**config.mk**
```make
export PLATFORM = sky130hd
export DESIGN_NAME = mii_phy_interface
export DESIGN_NICKNAME = d
export VERILOG_FILES = /design/src/pkg/mii_pkg.sv /design/src/rtl/pin_sync.sv /design/src/rtl/mii_phy_interface.sv
export SDC_FILE = /design/constraint.sdc
export NUM_CORES = 1
export LEC_CHECK = 0
export BUFFER_PORTS_ARGS = -buffer_cell sky130_fd_sc_hd__buf_2
export CORE_ASPECT_RATIO = 0.5
export CORE_UTILIZATION = 40
export DETAILED_ROUTE_END_ITERATION = 8
export PLACE_DENSITY = 0.76
export SLEW_MARGIN = 20
export SYNTH_ARGS = -nofsm -noshare
export SYNTH_HDL_FRONTEND = slang
export SYNTH_SLANG_ARGS = --single-unit
```
**constraint.sdc**
```tcl
create_clock -name clk_sys_in -period 1.45 [get_ports clk_sys_in]
set_input_delay 0.145 -clock clk_sys_in [delete_from_list [all_inputs] [get_ports clk_sys_in]]
set_output_delay 0.145 -clock clk_sys_in [all_outputs]
set_load 0.005 [all_outputs]
```
**src/pkg/mii_pkg.sv**
```systemverilog
// constants and types shared by the media-independent interface block
// Notes on behaviour
// [RQ1] transmit enable rises with first nibble, falls at next tx edge after last
// [RQ2] transmit data valid only under enable; serial mode drives bit 0 only
// [RQ3] enable, data and error are launched on transmit clock rising edges
// [RQ4] phy holds collision while it lasts; ignored in full duplex
// [RQ5] phy holds receive valid over the whole frame, ending before end symbols
// [RQ6] receive valid, data and error are sampled on receive clock rising edges
// [RQ7] receive data accepted only under valid; serial mode uses bit 0 only
// [RQ8] transmit error only meaningful with enable high in nibble mode
// [RQ9] receive error with valid marks the current frame bad; ignored otherwise (code also ignores it in serial mode)
// [RQ10] carrier sense high means the medium is busy
// [RQ11] management data pin is bidirectional, released to input after reset
// [RQ12] management clock is generated here and driven out
// [RQ13] in serial seven-wire mode management pin is grounded and unused
// [RQ14] a mode input selects serial bit 0 or four-bit nibble operation
package mii_pkg;
  localparam int unsigned SYS_CLK_PERIOD_NS = 10;
  localparam int unsigned MGMT_CLK_PERIOD_NS = 400;
  localparam int unsigned MGMT_HALF_CYCLES = MGMT_CLK_PERIOD_NS / 2 / SYS_CLK_PERIOD_NS;
  localparam int unsigned MGMT_CNT_W = 8;
  localparam int unsigned NIBBLE_W = 4;
  localparam int unsigned SYNC_W = 11;
  localparam logic [NIBBLE_W-1:0] NIBBLE_RESET = 4'h0;
  typedef enum logic [1:0] {TX_IDLE, TX_SEND, TX_TAIL} tx_state_t;
endpackage : mii_pkg

```
**src/rtl/pin_sync.sv**
```systemverilog
// two flip-flop synchroniser for a group of asynchronous pins
`timescale 1ns/1ns
module pin_sync #(
  parameter int unsigned W = 1
) (
  input wire logic clk_sys_in,
  input wire logic rstn_in,
  input wire logic [W-1:0] async_in,
  output logic [W-1:0] sync_out
);
  logic [W-1:0] meta_q;
  logic [W-1:0] meta_d;
  logic [W-1:0] sync_q;
  logic [W-1:0] sync_d;
  always_comb begin
    meta_d = async_in;
    sync_d = meta_q;
  end
  always_ff @(posedge clk_sys_in) begin
    if (!rstn_in) begin
      meta_q <= '0;
      sync_q <= '0;
    end else begin
      meta_q <= meta_d;
      sync_q <= sync_d;
    end
  end
  assign sync_out = sync_q;
endmodule : pin_sync

```
**src/rtl/mii_phy_interface.sv**
```systemverilog
// pin-level mac side of the media-independent interface to an external phy
`timescale 1ns/1ns
module mii_phy_interface (
  input wire logic clk_sys_in,
  input wire logic rstn_in,
  input wire logic mode_nibble_in,
  input wire logic full_duplex_in,
  input wire logic [3:0] tx_data_in,
  input wire logic tx_valid_in,
  input wire logic tx_last_in,
  input wire logic tx_err_in,
  output logic tx_ready_out,
  output logic tx_underrun_out,
  output logic [3:0] rx_data_out,
  output logic rx_valid_out,
  output logic rx_done_out,
  output logic rx_frame_err_out,
  output logic collision_out,
  output logic medium_busy_out,
  input wire logic mgmt_drive_in,
  input wire logic mgmt_bit_in,
  output logic mgmt_bit_out,
  output logic mgmt_bit_valid_out,
  input wire logic phy_tx_clk,
  output logic tx_frame_en,
  output logic tx_bit0,
  output logic [2:0] tx_bits_upper,
  output logic tx_err_out,
  input wire logic collision_in,
  input wire logic carrier_sense_in,
  input wire logic phy_rx_clk,
  input wire logic rx_frame_valid,
  input wire logic rx_bit0,
  input wire logic [2:0] rx_bits_upper,
  input wire logic rx_err_in,
  input wire logic mgmt_data_io_in,
  output logic mgmt_data_io_out,
  output logic mgmt_data_io_oe,
  output logic mgmt_clk_out
);
  ////////////////////////////////////////////////////////////////////////////
  logic [mii_pkg::SYNC_W-1:0] sync_w;
  logic txc_s, rxc_s, rxdv_s, rxer_s, col_s, crs_s, mdi_s;
  logic [3:0] rxd_s;
  pin_sync #(.W(mii_pkg::SYNC_W)) u_sync (
    .clk_sys_in(clk_sys_in),
    .rstn_in(rstn_in),
    .async_in({phy_tx_clk, phy_rx_clk, rx_frame_valid, rx_bits_upper, rx_bit0,
               rx_err_in, collision_in, carrier_sense_in, mgmt_data_io_in}),
    .sync_out(sync_w)
  );
  assign {txc_s, rxc_s, rxdv_s, rxd_s, rxer_s, col_s, crs_s, mdi_s} = sync_w;

  // edge finding on the sampled phy clocks
  logic txc_prev_q, txc_prev_d, rxc_prev_q, rxc_prev_d;
  logic tx_edge, rx_edge;
  assign tx_edge = txc_s & ~txc_prev_q; // RQ3
  assign rx_edge = rxc_s & ~rxc_prev_q; // RQ6

  ////////////////////////////////////////////////////////////////////////////
  // transmit
  mii_pkg::tx_state_t tx_st_q, tx_st_d;
  logic en_q, en_d, err_q, err_d, under_q, under_d;
  logic [3:0] txd_q, txd_d;
  logic take;
  // a frame must leave one tx clock gap after its tail, so no nibble is taken then
  assign take = tx_edge & tx_valid_in & (tx_st_q != mii_pkg::TX_TAIL);
  assign tx_ready_out = take;
  always_comb begin
    tx_st_d = tx_st_q;
    en_d = en_q;
    err_d = err_q;
    txd_d = txd_q;
    under_d = 1'b0;
    if (tx_edge) begin
      case (tx_st_q)
        mii_pkg::TX_IDLE: begin
          if (tx_valid_in) begin
            en_d = 1'b1; // RQ1
            txd_d = tx_data_in;
            err_d = tx_err_in;
            tx_st_d = tx_last_in ? mii_pkg::TX_TAIL : mii_pkg::TX_SEND;
          end
        end
        mii_pkg::TX_SEND: begin
          if (tx_valid_in) begin
            txd_d = tx_data_in;
            err_d = tx_err_in;
            if (tx_last_in) begin
              tx_st_d = mii_pkg::TX_TAIL;
            end
          end else begin
            // starved source: frame is cut short rather than padded
            en_d = 1'b0;
            err_d = 1'b0;
            txd_d = mii_pkg::NIBBLE_RESET;
            under_d = 1'b1;
            tx_st_d = mii_pkg::TX_IDLE;
          end
        end
        default: begin
          en_d = 1'b0; // RQ1
          err_d = 1'b0;
          txd_d = mii_pkg::NIBBLE_RESET;
          tx_st_d = mii_pkg::TX_IDLE;
        end
      endcase
    end
  end
  assign tx_frame_en = en_q;
  assign tx_bit0 = en_q & txd_q[0]; // RQ2
  assign tx_bits_upper = (en_q & mode_nibble_in) ? txd_q[3:1] : 3'h0; // RQ2 RQ14
  assign tx_err_out = err_q & en_q & mode_nibble_in; // RQ8
  assign tx_underrun_out = under_q;

  ////////////////////////////////////////////////////////////////////////////
  // receive
  logic [3:0] rxd_q, rxd_d;
  logic rxv_q, rxv_d, in_frame_q, in_frame_d, bad_q, bad_d, done_q, done_d;
  logic ferr_q, ferr_d;
  always_comb begin
    rxd_d = rxd_q;
    rxv_d = 1'b0;
    done_d = 1'b0;
    in_frame_d = in_frame_q;
    bad_d = bad_q;
    ferr_d = ferr_q;
    if (rx_edge) begin
      if (rxdv_s) begin
        rxd_d = mode_nibble_in ? rxd_s : {3'h0, rxd_s[0]}; // RQ7 RQ14
        rxv_d = 1'b1; // RQ7
        in_frame_d = 1'b1;
        // first nibble restarts the flag; error on that nibble still counts
        bad_d = (in_frame_q & bad_q) | (rxer_s & mode_nibble_in); // RQ9
      end else if (in_frame_q) begin
        in_frame_d = 1'b0;
        done_d = 1'b1;
        ferr_d = bad_q;
        bad_d = 1'b0;
      end
    end
  end
  assign rx_data_out = rxd_q;
  assign rx_valid_out = rxv_q;
  assign rx_done_out = done_q;
  assign rx_frame_err_out = ferr_q;

  ////////////////////////////////////////////////////////////////////////////
  // line status
  logic col_q, col_d, busy_q, busy_d;
  always_comb begin
    col_d = col_s & ~full_duplex_in; // RQ4
    busy_d = crs_s; // RQ10
  end
  assign collision_out = col_q;
  assign medium_busy_out = busy_q;

  ////////////////////////////////////////////////////////////////////////////
  // management clock and data pin
  logic [mii_pkg::MGMT_CNT_W-1:0] div_q, div_d;
  logic mdc_q, mdc_d, mdo_q, mdo_d, mdoe_q, mdoe_d, mbit_q, mbit_d, mval_q, mval_d;
  logic half_tick;
  assign half_tick = (div_q == mii_pkg::MGMT_CNT_W'(mii_pkg::MGMT_HALF_CYCLES - 1));
  always_comb begin
    div_d = half_tick ? '0 : div_q + 1'b1;
    mdc_d = half_tick ? ~mdc_q : mdc_q; // RQ12
    mdo_d = mdo_q;
    mdoe_d = mdoe_q;
    mbit_d = mbit_q;
    mval_d = 1'b0;
    if (half_tick & mdc_q) begin
      // launch on the falling edge so the phy sees stable data at the rise
      mdoe_d = mgmt_drive_in & mode_nibble_in; // RQ11 RQ13
      mdo_d = mgmt_bit_in;
    end
    if (half_tick & ~mdc_q) begin
      mbit_d = mdi_s; // RQ11
      mval_d = 1'b1;
    end
  end
  assign mgmt_clk_out = mdc_q;
  assign mgmt_data_io_out = mdo_q;
  assign mgmt_data_io_oe = mdoe_q;
  assign mgmt_bit_out = mbit_q;
  assign mgmt_bit_valid_out = mval_q;

  ////////////////////////////////////////////////////////////////////////////
  always_comb begin
    txc_prev_d = txc_s;
    rxc_prev_d = rxc_s;
  end
  always_ff @(posedge clk_sys_in) begin
    if (!rstn_in) begin
      txc_prev_q <= 1'b0;
      rxc_prev_q <= 1'b0;
      tx_st_q <= mii_pkg::TX_IDLE;
      en_q <= 1'b0;
      err_q <= 1'b0;
      txd_q <= mii_pkg::NIBBLE_RESET;
      under_q <= 1'b0;
      rxd_q <= mii_pkg::NIBBLE_RESET;
      rxv_q <= 1'b0;
      in_frame_q <= 1'b0;
      bad_q <= 1'b0;
      done_q <= 1'b0;
      ferr_q <= 1'b0;
      col_q <= 1'b0;
      busy_q <= 1'b0;
      div_q <= '0;
      mdc_q <= 1'b0;
      mdo_q <= 1'b0;
      mdoe_q <= 1'b0; // RQ11
      mbit_q <= 1'b0;
      mval_q <= 1'b0;
    end else begin
      txc_prev_q <= txc_prev_d;
      rxc_prev_q <= rxc_prev_d;
      tx_st_q <= tx_st_d;
      en_q <= en_d;
      err_q <= err_d;
      txd_q <= txd_d;
      under_q <= under_d;
      rxd_q <= rxd_d;
      rxv_q <= rxv_d;
      in_frame_q <= in_frame_d;
      bad_q <= bad_d;
      done_q <= done_d;
      ferr_q <= ferr_d;
      col_q <= col_d;
      busy_q <= busy_d;
      div_q <= div_d;
      mdc_q <= mdc_d;
      mdo_q <= mdo_d;
      mdoe_q <= mdoe_d;
      mbit_q <= mbit_d;
      mval_q <= mval_d;
    end
  end
endmodule : mii_phy_interface

```
==> summary.md <==
The run finished with clean final reports. The post-synth net total is 234. After layout, the minimum clock period comes to 1.42 ns. For the count of clock tree sinks, the log shows 57. Fmax: 706 MHz. The run gives 6560 um as the first-pass GRT wire length.

The cell sitting at the root of the clock tree is a sky130_fd_sc_hd__clkbuf_8. Cells fill 55.8% of the core in the end. The Yosys warning count was 0. The dominant register cell in the synthesized netlist was sky130_fd_sc_hd__dfxtp_1. Measured against its own limit, the worst slew margin works out to 67.6%. The worst setup path is of the reg2reg kind. In this run the critical register-to-register path is launched from div_q[1]$_SDFF_PP0_. Summing all placed instances gives a cell area of 0.00237 mm2. The min-delay analysis places its worst path in the category in2reg. Synthesis produced 209 cells. At the pin with the least slew margin, the transition time is 0.479 ns. The tools report the total of max-cap violations as 0. In this run the critical register-to-register path is captured at div_q[1]$_SDFF_PP0_. Summing over every cut layer, the via total after detailed routing is 1,623.

The library cells used most frequently in the layout, excluding fill and tap cells, are 57 x sky130_fd_sc_hd__dfxtp_1, 45 x sky130_fd_sc_hd__buf_2, 28 x sky130_fd_sc_hd__and2_1, 21 x sky130_fd_sc_hd__a21oi_1, 14 x sky130_fd_sc_hd__o21ai_0. The initial utilization of the core area, before any placement, comes to 43.9%. Number of pins exceeding their max-slew limit in the final report: 0.

Counting flops and latches in the post-synthesis netlist gives 57. At the end of routability-driven placement, the weighted congestion stood at 0.860. After synthesis the cells add up to 0.00204 mm2. The area of the core region was 0.00464 mm2. Summing the sequential cell areas from Yosys gives 56.0% of the chip area. Endpoint kind of the worst setup timing path: a register.

Power spread over the standard cell area amounts to 1220 mW/mm2. The initial antenna violation count came out at 0. The distinct cell type count after synthesis is 38.

The worst-case register-to-register setup slack is 0.03 ns, and the number of hold violations in the final report is 0. The most critical setup path has its startpoint at div_q[1]$_SDFF_PP0_. The logs give 23 for the maximum number of pins on one net before global-route repair and 1,493 for the number of global-route vias before repair.

At the worst endpoint, the required time is 1.66 ns. The run gives 0 as the remaining antenna violation count. The leftover overflow at the end of global routing was 0.

The final layout contains routed wiring with a total length of 4120 um. The logs give 3 for the maximum level of the CTS H-tree and 4 for the number of iterations in the first detailed-routing pass. The height of the die is 52.5 um. Compared with the post-synthesis result, the final layout area differs by 27.0%. The floorplan has 17 rows. Setup violations remaining at the end of the flow were counted as 0.

Counting flops with a built-in enable in the synthesized netlist gives 0. 0 antenna diodes ended up in the layout. The fraction of final layout cells with drive strength greater than 1 was 28.1%; the synthesized area per cell was 9.75 um2. Hold timing on the final database bottoms out at a slack of 0.0303 ns. After detailed routing, the number of remaining DRC violations is 0. After detailed routing, the average wire length per cell comes to 12.3 um. The finished cells cover 0.00259 mm2. The post-synthesis async set-or-reset flop share was 0%; the via count normalized by instance count was 4.83. TritonCTS built the clock tree. The count of nets after finishing is 290. The floorplan step defined a die boundary enclosing 0.00540 mm2. Clock latency on the worst-skew pair, taken at its later pin, is 0.32 ns.

The post-CTS setup buffer count is 0, and the DRC marker count from the first detailed-route iteration is 51. The number of buffers on the longest clock path came out at 2. The layout has 413 filler cells. STA puts the critical path data arrival time at 1.63 ns. Of all nets on the critical path, the largest fanout is 6. The cell count of the worst reg-to-reg path came out at 4. During placement, the flow inserted port buffers numbering 45.

The launching element type of the critical path is a register. 46 I/O pins were placed. IR analysis of the VDD net gives a maximum drop of 0.428 mV. The number of buffers inserted during clock tree synthesis was 9; the share of the clock period used by the worst path was 97.8%.

Summed over all cells, the static leakage comes to 0.00109 uW. Summed over all nets, the half-perimeter wirelength after detailed placement is 2820 um. Global routing consumed, over all layers together, 16.6% of the routing resources. Between clock sinks in the finished design, the worst skew comes to 0.00635 ns. The tools report the capturing element of the worst setup path as div_q[1]$_SDFF_PP0_. After clock tree synthesis, the clock-pin slew on the worst setup and hold paths is 0.06 ns. Die span in x: 103 um.

The most common library cell in the layout ignoring fill and taps was sky130_fd_sc_hd__dfxtp_1.
-- worst max-delay path, stage by stage, from the launching register on --
cell and delay (ns):
sky130_fd_sc_hd__dfxtp_1 0.40, sky130_fd_sc_hd__ha_4 0.17, sky130_fd_sc_hd__nand4bb_4 0.15, sky130_fd_sc_hd__or3_4 0.41
sky130_fd_sc_hd__and3_1 0.18
-- kinds of logic after synthesis --
group,count (synthesis),share of synthesized area [%]
AND/OR/NAND/NOR,93,28.4
flip-flops,57,56.0
AO/OA/AOI/OAI,40,10.4
buffers and inverters,14,2.64
XOR/XNOR,2,0.860
multiplexers,2,0.983
adder cells (fa/ha/maj),1,0.614
-- layer usage --
metal | up-vias | share of wire, % | global-route usage (%)
li1 | 840 | - | -
met3 | 2 | 4.4 | 6.40
met4 | 0 | 0.29 | 7.75
met2 | 24 | 47 | 27.7
met1 | 757 | 48 | 19.2
met5 | - | 0 | 0
-- layout make-up --
type                            instances  area, um2  area share [%]
Timing Repair Buffer                   54        295            11.4
Inverter                                5       18.8           0.725
Clock buffer                           14        183            7.06
Multi-Input combinational cell        138        857            33.1
Sequential cell                        57       1140            44.1
Tap cell                               66       82.6            3.19
Clock inverter                          2       10.0           0.387
-- power breakdown --
group          switching [uW]  internal (uW)
registers                28.8           1610
logic                    74.8           77.5
clock network             558            802
-- synth_stat cells, drive strengths merged (2+ instances only) --
cell type,n,area (um2)
dfxtp,57,1140
and2,28,175
a21oi,21,105
o21ai,14,70.1
nand2,12,45.0
nand4,10,62.6
clkbuf,8,30.0
nor2,8,30.0
nand3,7,35.0
and3,5,31.3
inv,4,15.0
or3,4,30.0
nand2b,3,18.8
and3b,2,18.8
and4bb,2,25.0
mux2i,2,20.0
nor2b,2,12.5
nor4,2,12.5
-- how the worst min path moves through the flow --
stage | start | endpoint | slack, ns | cells past startpoint
6_report | mgmt_data_io_in | u_sync.meta_q[0]$_SDFF_PN0_ | 0.03 | 2
2_1_floorplan | full_duplex_in | collision_out$_SDFF_PN0_ | 0.22 | 1
5_1_grt | collision_in | u_sync.meta_q[2]$_SDFF_PN0_ | 0.02 | 2
3_3_place_gp | full_duplex_in | collision_out$_SDFF_PN0_ | 0.31 | 2
4_1_cts | mgmt_data_io_in | u_sync.meta_q[0]$_SDFF_PN0_ | 0.009 | 2
3_5_place_dp | full_duplex_in | collision_out$_SDFF_PN0_ | 0.32 | 2
-- stage by stage --
stage               total power, uW  cells  setup WS (ns)  setup TNS [ns]
floorplan                      1750    209        0.00159               0
global placement               1810    319         0.0581               0
detailed placement             1820    319         0.0319               0
CTS                            3190    336         0.0227               0
global route                   3290    336       -0.00136        -0.00136
finish                         3150    336         0.0326               0
-- sequential cells by signal, summed over array words and instances (netlist names), 2 cells and up --
signal	cells
txd_q	4
div_q	8
rx_data_out	4
u_sync.sync_out	11
u_sync.meta_q	11
tx_st_q	2
-- repair_timing --
item | CTS | global route
hold buffers | 1 | 0
setup endpoints to repair | 0 | 2
resized for setup | 0 | 3
hold endpoints to repair | 1 | 0
Note: power is estimated with default switching activity, not from simulation.
